## config.mk

```make
export PLATFORM = sky130hd
export DESIGN_NAME = hmec_counter
export DESIGN_NICKNAME = d
export VERILOG_FILES = /design/src/common/hmec_pkg.sv /design/src/hdl/hmec_counter.sv
export VERILOG_INCLUDE_DIRS = /design/src /design/src/common
export SDC_FILE = /design/constraint.sdc
export NUM_CORES = 1
export LEC_CHECK = 0
export ABC_AREA = 1
export BUFFER_PORTS_ARGS = -buffer_cell sky130_fd_sc_hd__buf_2
export CAP_MARGIN = 10
export CORE_UTILIZATION = 45
export CTS_CLUSTER_DIAMETER = 30
export DETAILED_ROUTE_END_ITERATION = 16
export PLACE_DENSITY_LB_ADDON = 0.08
export SETUP_SLACK_MARGIN = 0.05
export SLEW_MARGIN = 20
export SYNTH_ARGS = -nofsm -noshare
export SYNTH_HDL_FRONTEND = slang
export SYNTH_SLANG_ARGS = --single-unit
```

## constraint.sdc

```tcl
create_clock -name CLK_I -period 7.9 [get_ports CLK_I]
set_input_delay 1.58 -clock CLK_I [delete_from_list [all_inputs] [get_ports CLK_I]]
set_output_delay 1.58 -clock CLK_I [all_outputs]
set_load 0.02 [all_outputs]
```

## src/common/hmec_cfg.svh

```systemverilog
`ifndef HMEC_CFG_SVH
`define HMEC_CFG_SVH

`define HMEC_OFS_EVTSEL     8'h00
`define HMEC_OFS_COUNT      8'h04
`define HMEC_OFS_STATUS     8'h08

`define HMEC_EVT_LSB        0
`define HMEC_EVT_MSB        7
`define HMEC_UMASK_LSB      8
`define HMEC_UMASK_MSB      15
`define HMEC_EN_BIT         16
`define HMEC_ST_VALID_BIT   0
`define HMEC_ST_ACTIVE_BIT  1

`define HMEC_EVT_RST        8'h00
`define HMEC_UMASK_RST      8'h00
`define HMEC_CNT_RST        32'h0000_0000

`define HMEC_EV_LOCAL_WR    8'h20
`define HMEC_EV_TRK_FULL    8'h21
`define HMEC_EV_TRK_BUSY    8'h22
`define HMEC_EV_TRK_OCC     8'h23
`define HMEC_EV_CTBL        8'h24
`define HMEC_EV_TRK_CONFL   8'h25
`define HMEC_EV_BYPASS      8'h26
`define HMEC_EV_NQ_FULL     8'h27
`define HMEC_EV_HQ_FULL     8'h28
`define HMEC_EV_MC_OUT      8'h29

`define HMEC_Q_01           8'h01
`define HMEC_Q_02           8'h02
`define HMEC_Q_04           8'h04
`define HMEC_Q_08           8'h08
`define HMEC_Q_10           8'h10
`define HMEC_Q_20           8'h20

`define HMEC_CONFL_TWO      2'h2
`define HMEC_CONFL_THREE    2'h3

`endif

```

## src/common/hmec_pkg.sv

```systemverilog
package hmec_pkg;

  typedef struct packed {
    logic [7:0]  evt;
    logic [7:0]  umask;
    logic        en;
    logic [31:0] cnt;
    logic        wr_pend;
    logic [7:0]  wr_addr;
    logic [31:0] rdata;
    logic        ready;
    logic        resp;
  } hmec_state_t;

endpackage

```

## src/hdl/hmec_counter.sv

```systemverilog
// Our own choices: the address map and the AHB-Lite slave port.
`timescale 1ns/100ps
`include "hmec_cfg.svh"

module hmec_counter
  import hmec_pkg::*;
#(
  parameter int OCC_W = 6
) (
  input  wire logic             CLK_I,
  input  wire logic             ARST_N_I,
  input  wire logic             HSEL_I,
  input  wire logic [31:0]      HADDR_I,
  input  wire logic [1:0]       HTRANS_I,
  input  wire logic             HWRITE_I,
  input  wire logic [2:0]       HSIZE_I,
  input  wire logic [31:0]      HWDATA_I,
  input  wire logic             HREADY_I,
  output logic [31:0]           HRDATA_O,
  output logic                  HREADYOUT_O,
  output logic                  HRESP_O,
  output logic [31:0]           COUNT_O,
  input  wire logic             LOCAL_WR_REQ_I,
  input  wire logic [2:0]       TRK_FULL_I,
  input  wire logic [OCC_W-1:0] TRK_IOH_CNT_I,
  input  wire logic [OCC_W-1:0] TRK_REM_CNT_I,
  input  wire logic [OCC_W-1:0] TRK_LOC_CNT_I,
  input  wire logic [5:0]       TRK_CONFL_I,
  input  wire logic             CTBL_DEALLOC_I,
  input  wire logic [1:0]       CTBL_MAX_I,
  input  wire logic             BYPASS_I,
  input  wire logic             BYPASS_REMOTE_I,
  input  wire logic             BYPASS_WRITE_I,
  input  wire logic [2:0]       NQ_RD_FULL_I,
  input  wire logic [2:0]       NQ_WR_FULL_I,
  input  wire logic [2:0]       HQ_RD_FULL_I,
  input  wire logic [2:0]       HQ_WR_FULL_I,
  input  wire logic [2:0]       MC_RD_OUT_I,
  input  wire logic [2:0]       MC_WR_OUT_I
);

  hmec_state_t      s_q;
  hmec_state_t      s_d;
  logic [OCC_W-1:0] inc;
  logic             sel_ok;
  logic             addr_ok;
  logic             sw_cnt_wr;
  logic [2:0]       busy;
  logic [2:0]       confl;
  logic             bypass_ok;

  function automatic logic q3_ok(input logic [7:0] q);
    q3_ok = (q == `HMEC_Q_01) || (q == `HMEC_Q_02) || (q == `HMEC_Q_04);
  endfunction

  function automatic logic pick3(input logic [7:0] q, input logic [2:0] v);
    if (q == `HMEC_Q_01) begin
      pick3 = v[0];
    end else if (q == `HMEC_Q_02) begin
      pick3 = v[1];
    end else if (q == `HMEC_Q_04) begin
      pick3 = v[2];
    end else begin
      pick3 = 1'b0;
    end
  endfunction

  function automatic logic q6_ok(input logic [7:0] q);
    q6_ok = q3_ok(q) || (q == `HMEC_Q_08) || (q == `HMEC_Q_10) || (q == `HMEC_Q_20);
  endfunction

  // Low three codes pick the read side, high three the write side
  function automatic logic pick6(input logic [7:0] q, input logic [2:0] rd, input logic [2:0] wr);
    if (q == `HMEC_Q_08) begin
      pick6 = wr[0];
    end else if (q == `HMEC_Q_10) begin
      pick6 = wr[1];
    end else if (q == `HMEC_Q_20) begin
      pick6 = wr[2];
    end else begin
      pick6 = pick3(q, rd);
    end
  endfunction

  assign busy[0]   = (TRK_IOH_CNT_I != '0);
  assign busy[1]   = (TRK_REM_CNT_I != '0);
  assign busy[2]   = (TRK_LOC_CNT_I != '0);
  // Conflict count is two bits wide, so it cannot show more than three
  assign confl[0]  = (TRK_CONFL_I[1:0] >= `HMEC_CONFL_TWO);
  assign confl[1]  = (TRK_CONFL_I[3:2] >= `HMEC_CONFL_TWO);
  assign confl[2]  = (TRK_CONFL_I[5:4] >= `HMEC_CONFL_TWO);
  assign bypass_ok = BYPASS_I & ~(BYPASS_REMOTE_I & BYPASS_WRITE_I);

  always_comb begin
    inc    = '0;
    sel_ok = 1'b0;
    case (s_q.evt)
      `HMEC_EV_LOCAL_WR: begin
        sel_ok = (s_q.umask == `HMEC_Q_20);
        inc[0] = sel_ok & LOCAL_WR_REQ_I;
      end
      `HMEC_EV_TRK_FULL: begin
        sel_ok = q3_ok(s_q.umask);
        inc[0] = pick3(s_q.umask, TRK_FULL_I);
      end
      `HMEC_EV_TRK_BUSY: begin
        sel_ok = q3_ok(s_q.umask);
        inc[0] = pick3(s_q.umask, busy);
      end
      `HMEC_EV_TRK_OCC: begin
        sel_ok = q3_ok(s_q.umask);
        // Whole entry count each cycle, so the sum is entry-cycles
        if (s_q.umask == `HMEC_Q_01) begin
          inc = TRK_IOH_CNT_I;
        end else if (s_q.umask == `HMEC_Q_02) begin
          inc = TRK_REM_CNT_I;
        end else if (s_q.umask == `HMEC_Q_04) begin
          inc = TRK_LOC_CNT_I;
        end
      end
      `HMEC_EV_CTBL: begin
        sel_ok = (s_q.umask == `HMEC_Q_02) || (s_q.umask == `HMEC_Q_04);
        // Entries are seen only when they leave, once each
        if (s_q.umask == `HMEC_Q_02) begin
          inc[0] = CTBL_DEALLOC_I & (CTBL_MAX_I == `HMEC_CONFL_TWO);
        end else if (s_q.umask == `HMEC_Q_04) begin
          inc[0] = CTBL_DEALLOC_I & (CTBL_MAX_I == `HMEC_CONFL_THREE);
        end
      end
      `HMEC_EV_TRK_CONFL: begin
        sel_ok = q3_ok(s_q.umask);
        inc[0] = pick3(s_q.umask, confl);
      end
      `HMEC_EV_BYPASS: begin
        sel_ok = (s_q.umask == `HMEC_Q_01);
        inc[0] = sel_ok & bypass_ok;
      end
      `HMEC_EV_NQ_FULL: begin
        sel_ok = q6_ok(s_q.umask);
        inc[0] = pick6(s_q.umask, NQ_RD_FULL_I, NQ_WR_FULL_I);
      end
      `HMEC_EV_HQ_FULL: begin
        sel_ok = q6_ok(s_q.umask);
        inc[0] = pick6(s_q.umask, HQ_RD_FULL_I, HQ_WR_FULL_I);
      end
      `HMEC_EV_MC_OUT: begin
        sel_ok = q6_ok(s_q.umask);
        inc[0] = pick6(s_q.umask, MC_RD_OUT_I, MC_WR_OUT_I);
      end
      default: begin
        sel_ok = 1'b0;
      end
    endcase
    if (!sel_ok) begin
      inc = '0;
    end
  end

  assign addr_ok   = HSEL_I & HTRANS_I[1] & HREADY_I;
  assign sw_cnt_wr = s_q.wr_pend & (s_q.wr_addr == `HMEC_OFS_COUNT);

  always_comb begin
    s_d         = s_q;
    s_d.ready   = 1'b1;
    s_d.resp    = 1'b0;
    // One step per uncore clock edge; no core clock reaches this block
    if (s_q.en) begin
      s_d.cnt = s_q.cnt + {{(32 - OCC_W){1'b0}}, inc};
    end
    // Software write to the count lands in the data phase and overrides the count step
    if (s_q.wr_pend) begin
      if (s_q.wr_addr == `HMEC_OFS_EVTSEL) begin
        s_d.evt   = HWDATA_I[`HMEC_EVT_MSB:`HMEC_EVT_LSB];
        s_d.umask = HWDATA_I[`HMEC_UMASK_MSB:`HMEC_UMASK_LSB];
        s_d.en    = HWDATA_I[`HMEC_EN_BIT];
      end else if (s_q.wr_addr == `HMEC_OFS_COUNT) begin
        s_d.cnt = HWDATA_I;
      end
    end
    s_d.wr_pend = addr_ok & HWRITE_I;
    if (addr_ok) begin
      s_d.wr_addr = HADDR_I[7:0];
    end
    // Evtsel and count read data taken from the next state so a write just before is seen; status uses the current state
    if (addr_ok && !HWRITE_I) begin
      s_d.rdata = '0;
      if (HADDR_I[7:0] == `HMEC_OFS_EVTSEL) begin
        s_d.rdata[`HMEC_EVT_MSB:`HMEC_EVT_LSB]     = s_d.evt;
        s_d.rdata[`HMEC_UMASK_MSB:`HMEC_UMASK_LSB] = s_d.umask;
        s_d.rdata[`HMEC_EN_BIT]                    = s_d.en;
      end else if (HADDR_I[7:0] == `HMEC_OFS_COUNT) begin
        s_d.rdata = s_d.cnt;
      end else if (HADDR_I[7:0] == `HMEC_OFS_STATUS) begin
        s_d.rdata[`HMEC_ST_VALID_BIT]  = sel_ok;
        s_d.rdata[`HMEC_ST_ACTIVE_BIT] = sel_ok & s_q.en;
      end
    end
  end

  always_ff @(posedge CLK_I or negedge ARST_N_I) begin
    if (!ARST_N_I) begin
      s_q.evt     <= `HMEC_EVT_RST;
      s_q.umask   <= `HMEC_UMASK_RST;
      s_q.en      <= 1'b0;
      s_q.cnt     <= `HMEC_CNT_RST;
      s_q.wr_pend <= 1'b0;
      s_q.wr_addr <= 8'h00;
      s_q.rdata   <= 32'h0000_0000;
      s_q.ready   <= 1'b1;
      s_q.resp    <= 1'b0;
    end else begin
      s_q <= s_d;
    end
  end

  assign HRDATA_O    = s_q.rdata;
  assign HREADYOUT_O = s_q.ready;
  assign HRESP_O     = s_q.resp;
  assign COUNT_O     = s_q.cnt;

  logic step_ok;
  assign step_ok = s_q.en & ~sw_cnt_wr;
endmodule

```

-- After elaboration in Yosys (flattened, before gate mapping)
Index checks and enable logic that the tools add are counted.
- bits in registers: 90
- latch bits: 0
- memory bits (writable): 0
- bits in read-only memories: 0
- input port bits: 126
- output and inout bits: 66
- word-level logic and storage cells: 104
- memories: 0
- add/subtract/negate cells: 1
- multipliers: 0
- divide/modulo/power cells: 0
- magnitude comparators: 3
- eq/ne operators: 21
- shifts and indexed selects: 0
- mux-type cells: 46
- bitwise gates (word level): 11
- reductions and logical operators: 15
- operators with widths (operator ; number):
    32-bit 2-to-1 mux ; 3
    8-bit by 6-bit == test with 1-bit output, second input constant ; 11
    49-bit 2-to-1 mux ; 1
    17-bit 2-to-1 mux ; 2
    32-bit by 6-bit adder with 32-bit output ; 1
    30-bit 2-to-1 mux ; 1
    1-bit 2-to-1 mux ; 29
    8-bit by 3-bit == test with 1-bit output, second input constant ; 3
    6-bit 2-to-1 mux ; 4
    6-bit nonzero test ; 3
    8-bit by 4-bit == test with 1-bit output, second input constant ; 2
    8-bit zero test ; 2
    15-bit 2-to-1 mux ; 1
    1-bit bitwise AND ; 10
    1-bit case mux with 10 select lines ; 1
    8-bit by 1-bit == test with 1-bit output, second input constant ; 1
    8-bit by 2-bit == test with 1-bit output, second input constant ; 1
    8-bit by 5-bit == test with 1-bit output, second input constant ; 1
    2-bit greater-or-equal comparator, second input constant ; 3
    1-bit logical OR ; 6
    5-bit 2-to-1 mux ; 1
    1-bit case mux with 5 select lines ; 1
    2-bit == test, second input constant ; 2
    2-bit 2-to-1 mux ; 2
    other kinds (5) ; 5

-- Depth between registers and ports, before layout
- depth in word-level cells: 16
- gate-level depth with buffers: 29
- gate-level depth less buffers: 29

-- Least setup slack after synthesis
Ideal clock, no wire load.
- kind: input -> register
- from: input port TRK_LOC_CNT_I[0]
- to: register s_q, in the netlist HRDATA_O[12]
- setup time: 121 ps
- arrival time: 3499 ps
- required time: 7779 ps
- path slack: 4280 ps
- stages on the path: 22
- buffers on the path: 0
- cell sequence: nand3_1 nand2_1 nand2_1 nand3_1 nand2_1 nand2_1 nand2_1 nand2_1 nor2_1 nor2_1 ha_1 inv_1 fa_1 inv_1 nand2_1 nand3_4 nand3_2 nor2_1 xnor2_1 nand2_1 nand3_1 nand2_1
- cells in the longest elaborated chain, start to end: 13
- elaborated cells between the ends (all ways): 16
- classes of those cells: add/sub: 1; mux: 14; reduce/logical: 1
- ends and longest elaborated chain (what ; RTL line ; RTL):
    start: declaration ; hmec_counter.sv:27 ; input wire logic [OCC_W-1:0] TRK_LOC_CNT_I,
    6-bit nonzero test ; hmec_counter.sv:87 ; assign busy[2] = (TRK_LOC_CNT_I != '0);
    1-bit 2-to-1 mux ; hmec_counter.sv:61 ; end else if (q == `HMEC_Q_04) begin
    1-bit 2-to-1 mux ; hmec_counter.sv:59 ; end else if (q == `HMEC_Q_02) begin
    1-bit 2-to-1 mux ; hmec_counter.sv:57 ; if (q == `HMEC_Q_01) begin
    1-bit case mux with 10 select lines * ; hmec_counter.sv:97 ; case (s_q.evt)
    6-bit 2-to-1 mux * ; hmec_counter.sv:154 ; if (!sel_ok) begin
    32-bit by 6-bit adder with 32-bit output * ; hmec_counter.sv:168 ; s_d.cnt = s_q.cnt + {{(32 - OCC_W){1'b0}}, inc};
    32-bit 2-to-1 mux * ; hmec_counter.sv:167 ; if (s_q.en) begin
    32-bit 2-to-1 mux ; hmec_counter.sv:176 ; end else if (s_q.wr_addr == `HMEC_OFS_COUNT) begin
    32-bit 2-to-1 mux ; hmec_counter.sv:172 ; if (s_q.wr_addr == `HMEC_OFS_EVTSEL) begin
    49-bit 2-to-1 mux * ; hmec_counter.sv:171 ; if (s_q.wr_pend) begin
    30-bit 2-to-1 mux * ; hmec_counter.sv:191 ; end else if (HADDR_I[7:0] == `HMEC_OFS_COUNT) begin
    17-bit 2-to-1 mux * ; hmec_counter.sv:187 ; if (HADDR_I[7:0] == `HMEC_OFS_EVTSEL) begin
    end: declaration ; hmec_counter.sv:42 ; hmec_state_t s_q;
Mark *: on every way between the ends. The rest lies on a longest branch, timed or not.
A chain may end at the register's enable or synchronous reset.

==> results.md <==
* Status: finished clean
* Clock transition at path regs at approximately 70 ps
* Data arrival, critical path at about 4200 ps
* Die Ht at 121 um
* WP data required at ~8000 ps
* Post-CTS Setup Repair Bufs at 0
* Final #Nets at approximately 1100
* Worst Skew at 9.06 ps
* Clk buf depth at 2
* Worst-skew pair later-pin latency at 350 ps
* Initial Utilization at 0.469
* Most frequent cell on the critical path: nand2_1
* R2R Setup Slk at 4240 ps
* Total core area at around 14000 um2
* Vias per cell at 4.87
* Largest net degree at the start of global routing at approximately 50
* Fmax at approximately 250 MHz
* Via Count at roughly 5700
* Setup_tns at 0 ps
* Min-Delay Path Depth at 2
* Fill count at 1392
* Multiplexer share of the synthesized area at 0
* Port bufs at 158
* Async S/R FF share, synth at 1.00
* Antenna-violating nets left at 0
* Syn Inst Count at ~900
* Clock Tree Root: clkbuf_16
* Utilization after layout at 0.525
* CP Class: in -> reg
* First-pass GRT wire length at roughly 27 mm
* Largest family of logic cells by synthesized area: simple AND/OR/NAND/NOR gates
* Post-synthesis adder-cell area fraction at 0.0150
* Unique masters post-synth at 46
* Critical-path top delay cell: fa_1
* Maximum VDD drop at approximately 0.11 mV
* Vias in the first global route at 5451
* Hold Crit Endpoint: HRDATA_O[0]
* Fin crit period at 3970 ps
* I/O pin count at 192
* HP Start: HRDATA_O[0]
* Antenna cell count at 0
* Actual slew at the worst max-slew pin at approximately 1000 ps
* Power per cell area at approximately 210 nW/um2
* GPL Wtd Cong at roughly 0.86
* #FFs+latches synth at 90
* Ratio of final minimum period to clock period at 0.503
* Compound-Gate Fraction of Synth Area at 0.0914
* Syn_nets at around 1000
* H-tree levels at 3
* Leak at 4.05 nW
* Max-cap violations at 0
* FP Rows at 42
* CTS Buf Count at 9
* RSZ-0062 raised after global routing: no
* FF-to-FF Start: s_q[79]
* R2R cell count at 23
* CTS tree: built
* Worst setup SP type: primary input
* Final setup violation count at 0
* First-pass detailed-route iteration total at 5
* DRC at 0
* Crit path capture type: flop
* DRT Wirelength at between 15 and 20 mm
* Sequential area share after synthesis at 0.355
* CP max FO at 7
* Fin. Hold Viols at 0
* CP peak stage delay at 430 ps
* HPWL after DPL at approximately 12 mm
* Syn Area/Cell at around 7 um2
* Area occupied by multi-input gates at slightly above 3000 um2
* Final Max Tran Viols at 0
* Full die area at approximately 15000 um2
* HP Class: reg -> reg
* Tot GR Track Use at 0.236
* P&R area growth vs syn at 11.8%
* Initial DRC Count at roughly 280
* Layout cell share with drive strength beyond 1 at 0.234
* Synth Area in XOR/XNOR at 0.0166
* Synth Flop Type: dfrtp_1
* Total gr overflow at 0
* CP cell instances: buf_2 > nand3_1 > nand2_1 > nor2_1 > o21ai_0 > nand2_1 > nand3_1 > nor2_1 > nor2_1 > ha_1 > inv_1 > fa_1 > inv_1 > nand2_1 > nand3_4 > nand3_2 > nor2_2 > nand2_1 > nand3_1 > o21ai_2 > nand2_1 > nand2_1
* Mapped cell area at around 6300 um2
* Post-synth EDFFs at 0
* Storage cell area at about 2300 um2
* Die W at between 100 and 150 um
* # hold bufs at CTS at 0
* Relative slew slack at 0.331
* Routed length per instance at ~14 um
* Yosys warnings at 0
* Worst r2r dst: HRDATA_O[14]
* Post-Synth Simple-Gate Area at 0.358
* Clock sinks at 90
* Initial antenna violation count at 0
* CTS resizes at 0
[critical path, delay by kind of cell]
| family | cells | cell delay [ps] |
|---|---|---|
| AND/OR/NAND/NOR | 15 | 1500 |
| adder cells (fa/ha/maj) | 2 | 660 |
| AO/OA/AOI/OAI | 2 | 260 |
| buffers and inverters | 3 | 220 |
[state kept, by name, indices dropped and copies added (netlist names)]
register and cells:
COUNT_O 32, HRDATA_O 32, s_q 26
[cells in the mapped netlist, types with 11 or more instances]
cell type	instances	area share
inv_1	105	0.062
o21ai_0	30	0.024
nand4_1	11	0.011
a22oi_1	14	0.017
nand2_1	279	0.17
nor2_1	71	0.042
nor2_2	13	0.013
o21ai_1	21	0.017
inv_2	13	0.0077
nand3_1	79	0.062
dfrtp_1	90	0.36
buf_4	69	0.082
[metrics by stage]
step / instances / total power, mW / hold WS [ps] / setup slack, ps / cell area (um2)
after floorplan: 911 / 0.934 / 450 / 4280 / 6340
after global placement: 1164 / 1.02 / 460 / 3640 / 6780
after detailed placement: 1164 / 1.02 / 460 / 3630 / 6780
after CTS: 1180 / 1.48 / 481 / 3970 / 7090
after global routing: 1180 / 1.56 / 503 / 3720 / 7090
final: 1180 / 1.47 / 479 / 3930 / 7090
[routing by layer]
layer | share of wire | GRT usage | wire length [um] | up-vias
li1 | - | - | - | 2994
met5 | 0 | 0 | 0 | -
met3 | 0.051 | 0.0467 | 827 | 11
met1 | 0.49 | 0.326 | 7990 | 2616
met2 | 0.45 | 0.378 | 7220 | 126
met4 | 0.010 | 0.0586 | 166 | 0
[cell type report]
type,instances,area share
multi-input combinational,620,0.431
sequential,90,0.318
tap,176,0.0311
timing repair buffer,160,0.114
clock buffer,10,0.0337
inverter,118,0.0625
clock inverter,6,0.0101
[how the worst max path moves through the flow]
stage / start / to / slack (ps)
floorplan: TRK_LOC_CNT_I[0] / HRDATA_O[12] / 4280
detailed placement: NQ_RD_FULL_I[0] / HRDATA_O[14] / 3630
global route: TRK_REM_CNT_I[0] / HRDATA_O[20] / 3720
global placement: NQ_RD_FULL_I[0] / HRDATA_O[14] / 3640
finish: NQ_RD_FULL_I[0] / HRDATA_O[14] / 3930
CTS: NQ_RD_FULL_I[0] / HRDATA_O[14] / 3970
[kinds of logic (layout without fill, tap and decap cells)]
kind of cell	Yosys count	after routing
other cells	2	2
xor+xnor	12	12
simple gates	503	503
flops	90	90
buf+inv	201	294
fa+ha+maj	7	7
compound gates	96	96
[report_power, final]
part | switching [mW] | leakage (nW) | internal, mW
clock network | 0.193 | 0.146 | 0.257
registers | 0.0954 | 1.12 | 0.535
logic | 0.255 | 2.79 | 0.131
[placed cells by master, fill, tap and decap left out, drive strengths merged]
master      n
nand2     287
buf       160
inv       120
dfrtp      90
nor2       87
nand3      84
o21ai      53
a22oi      14
or2        13
nand4      12
clkbuf     10
nor3       10
a21boi      9
a21oi       8
xnor2       7
ha          6
xor2        5
a221oi      4
and2        4
nor4        4
o211ai      3
o21bai      3
conb        2
clkinvlp    2
nor3b       1
nand3b      1
o22ai       1
o21a        1
fa          1
clkinv      1
bufinv      1
Power figures use the tool's default switching activity.
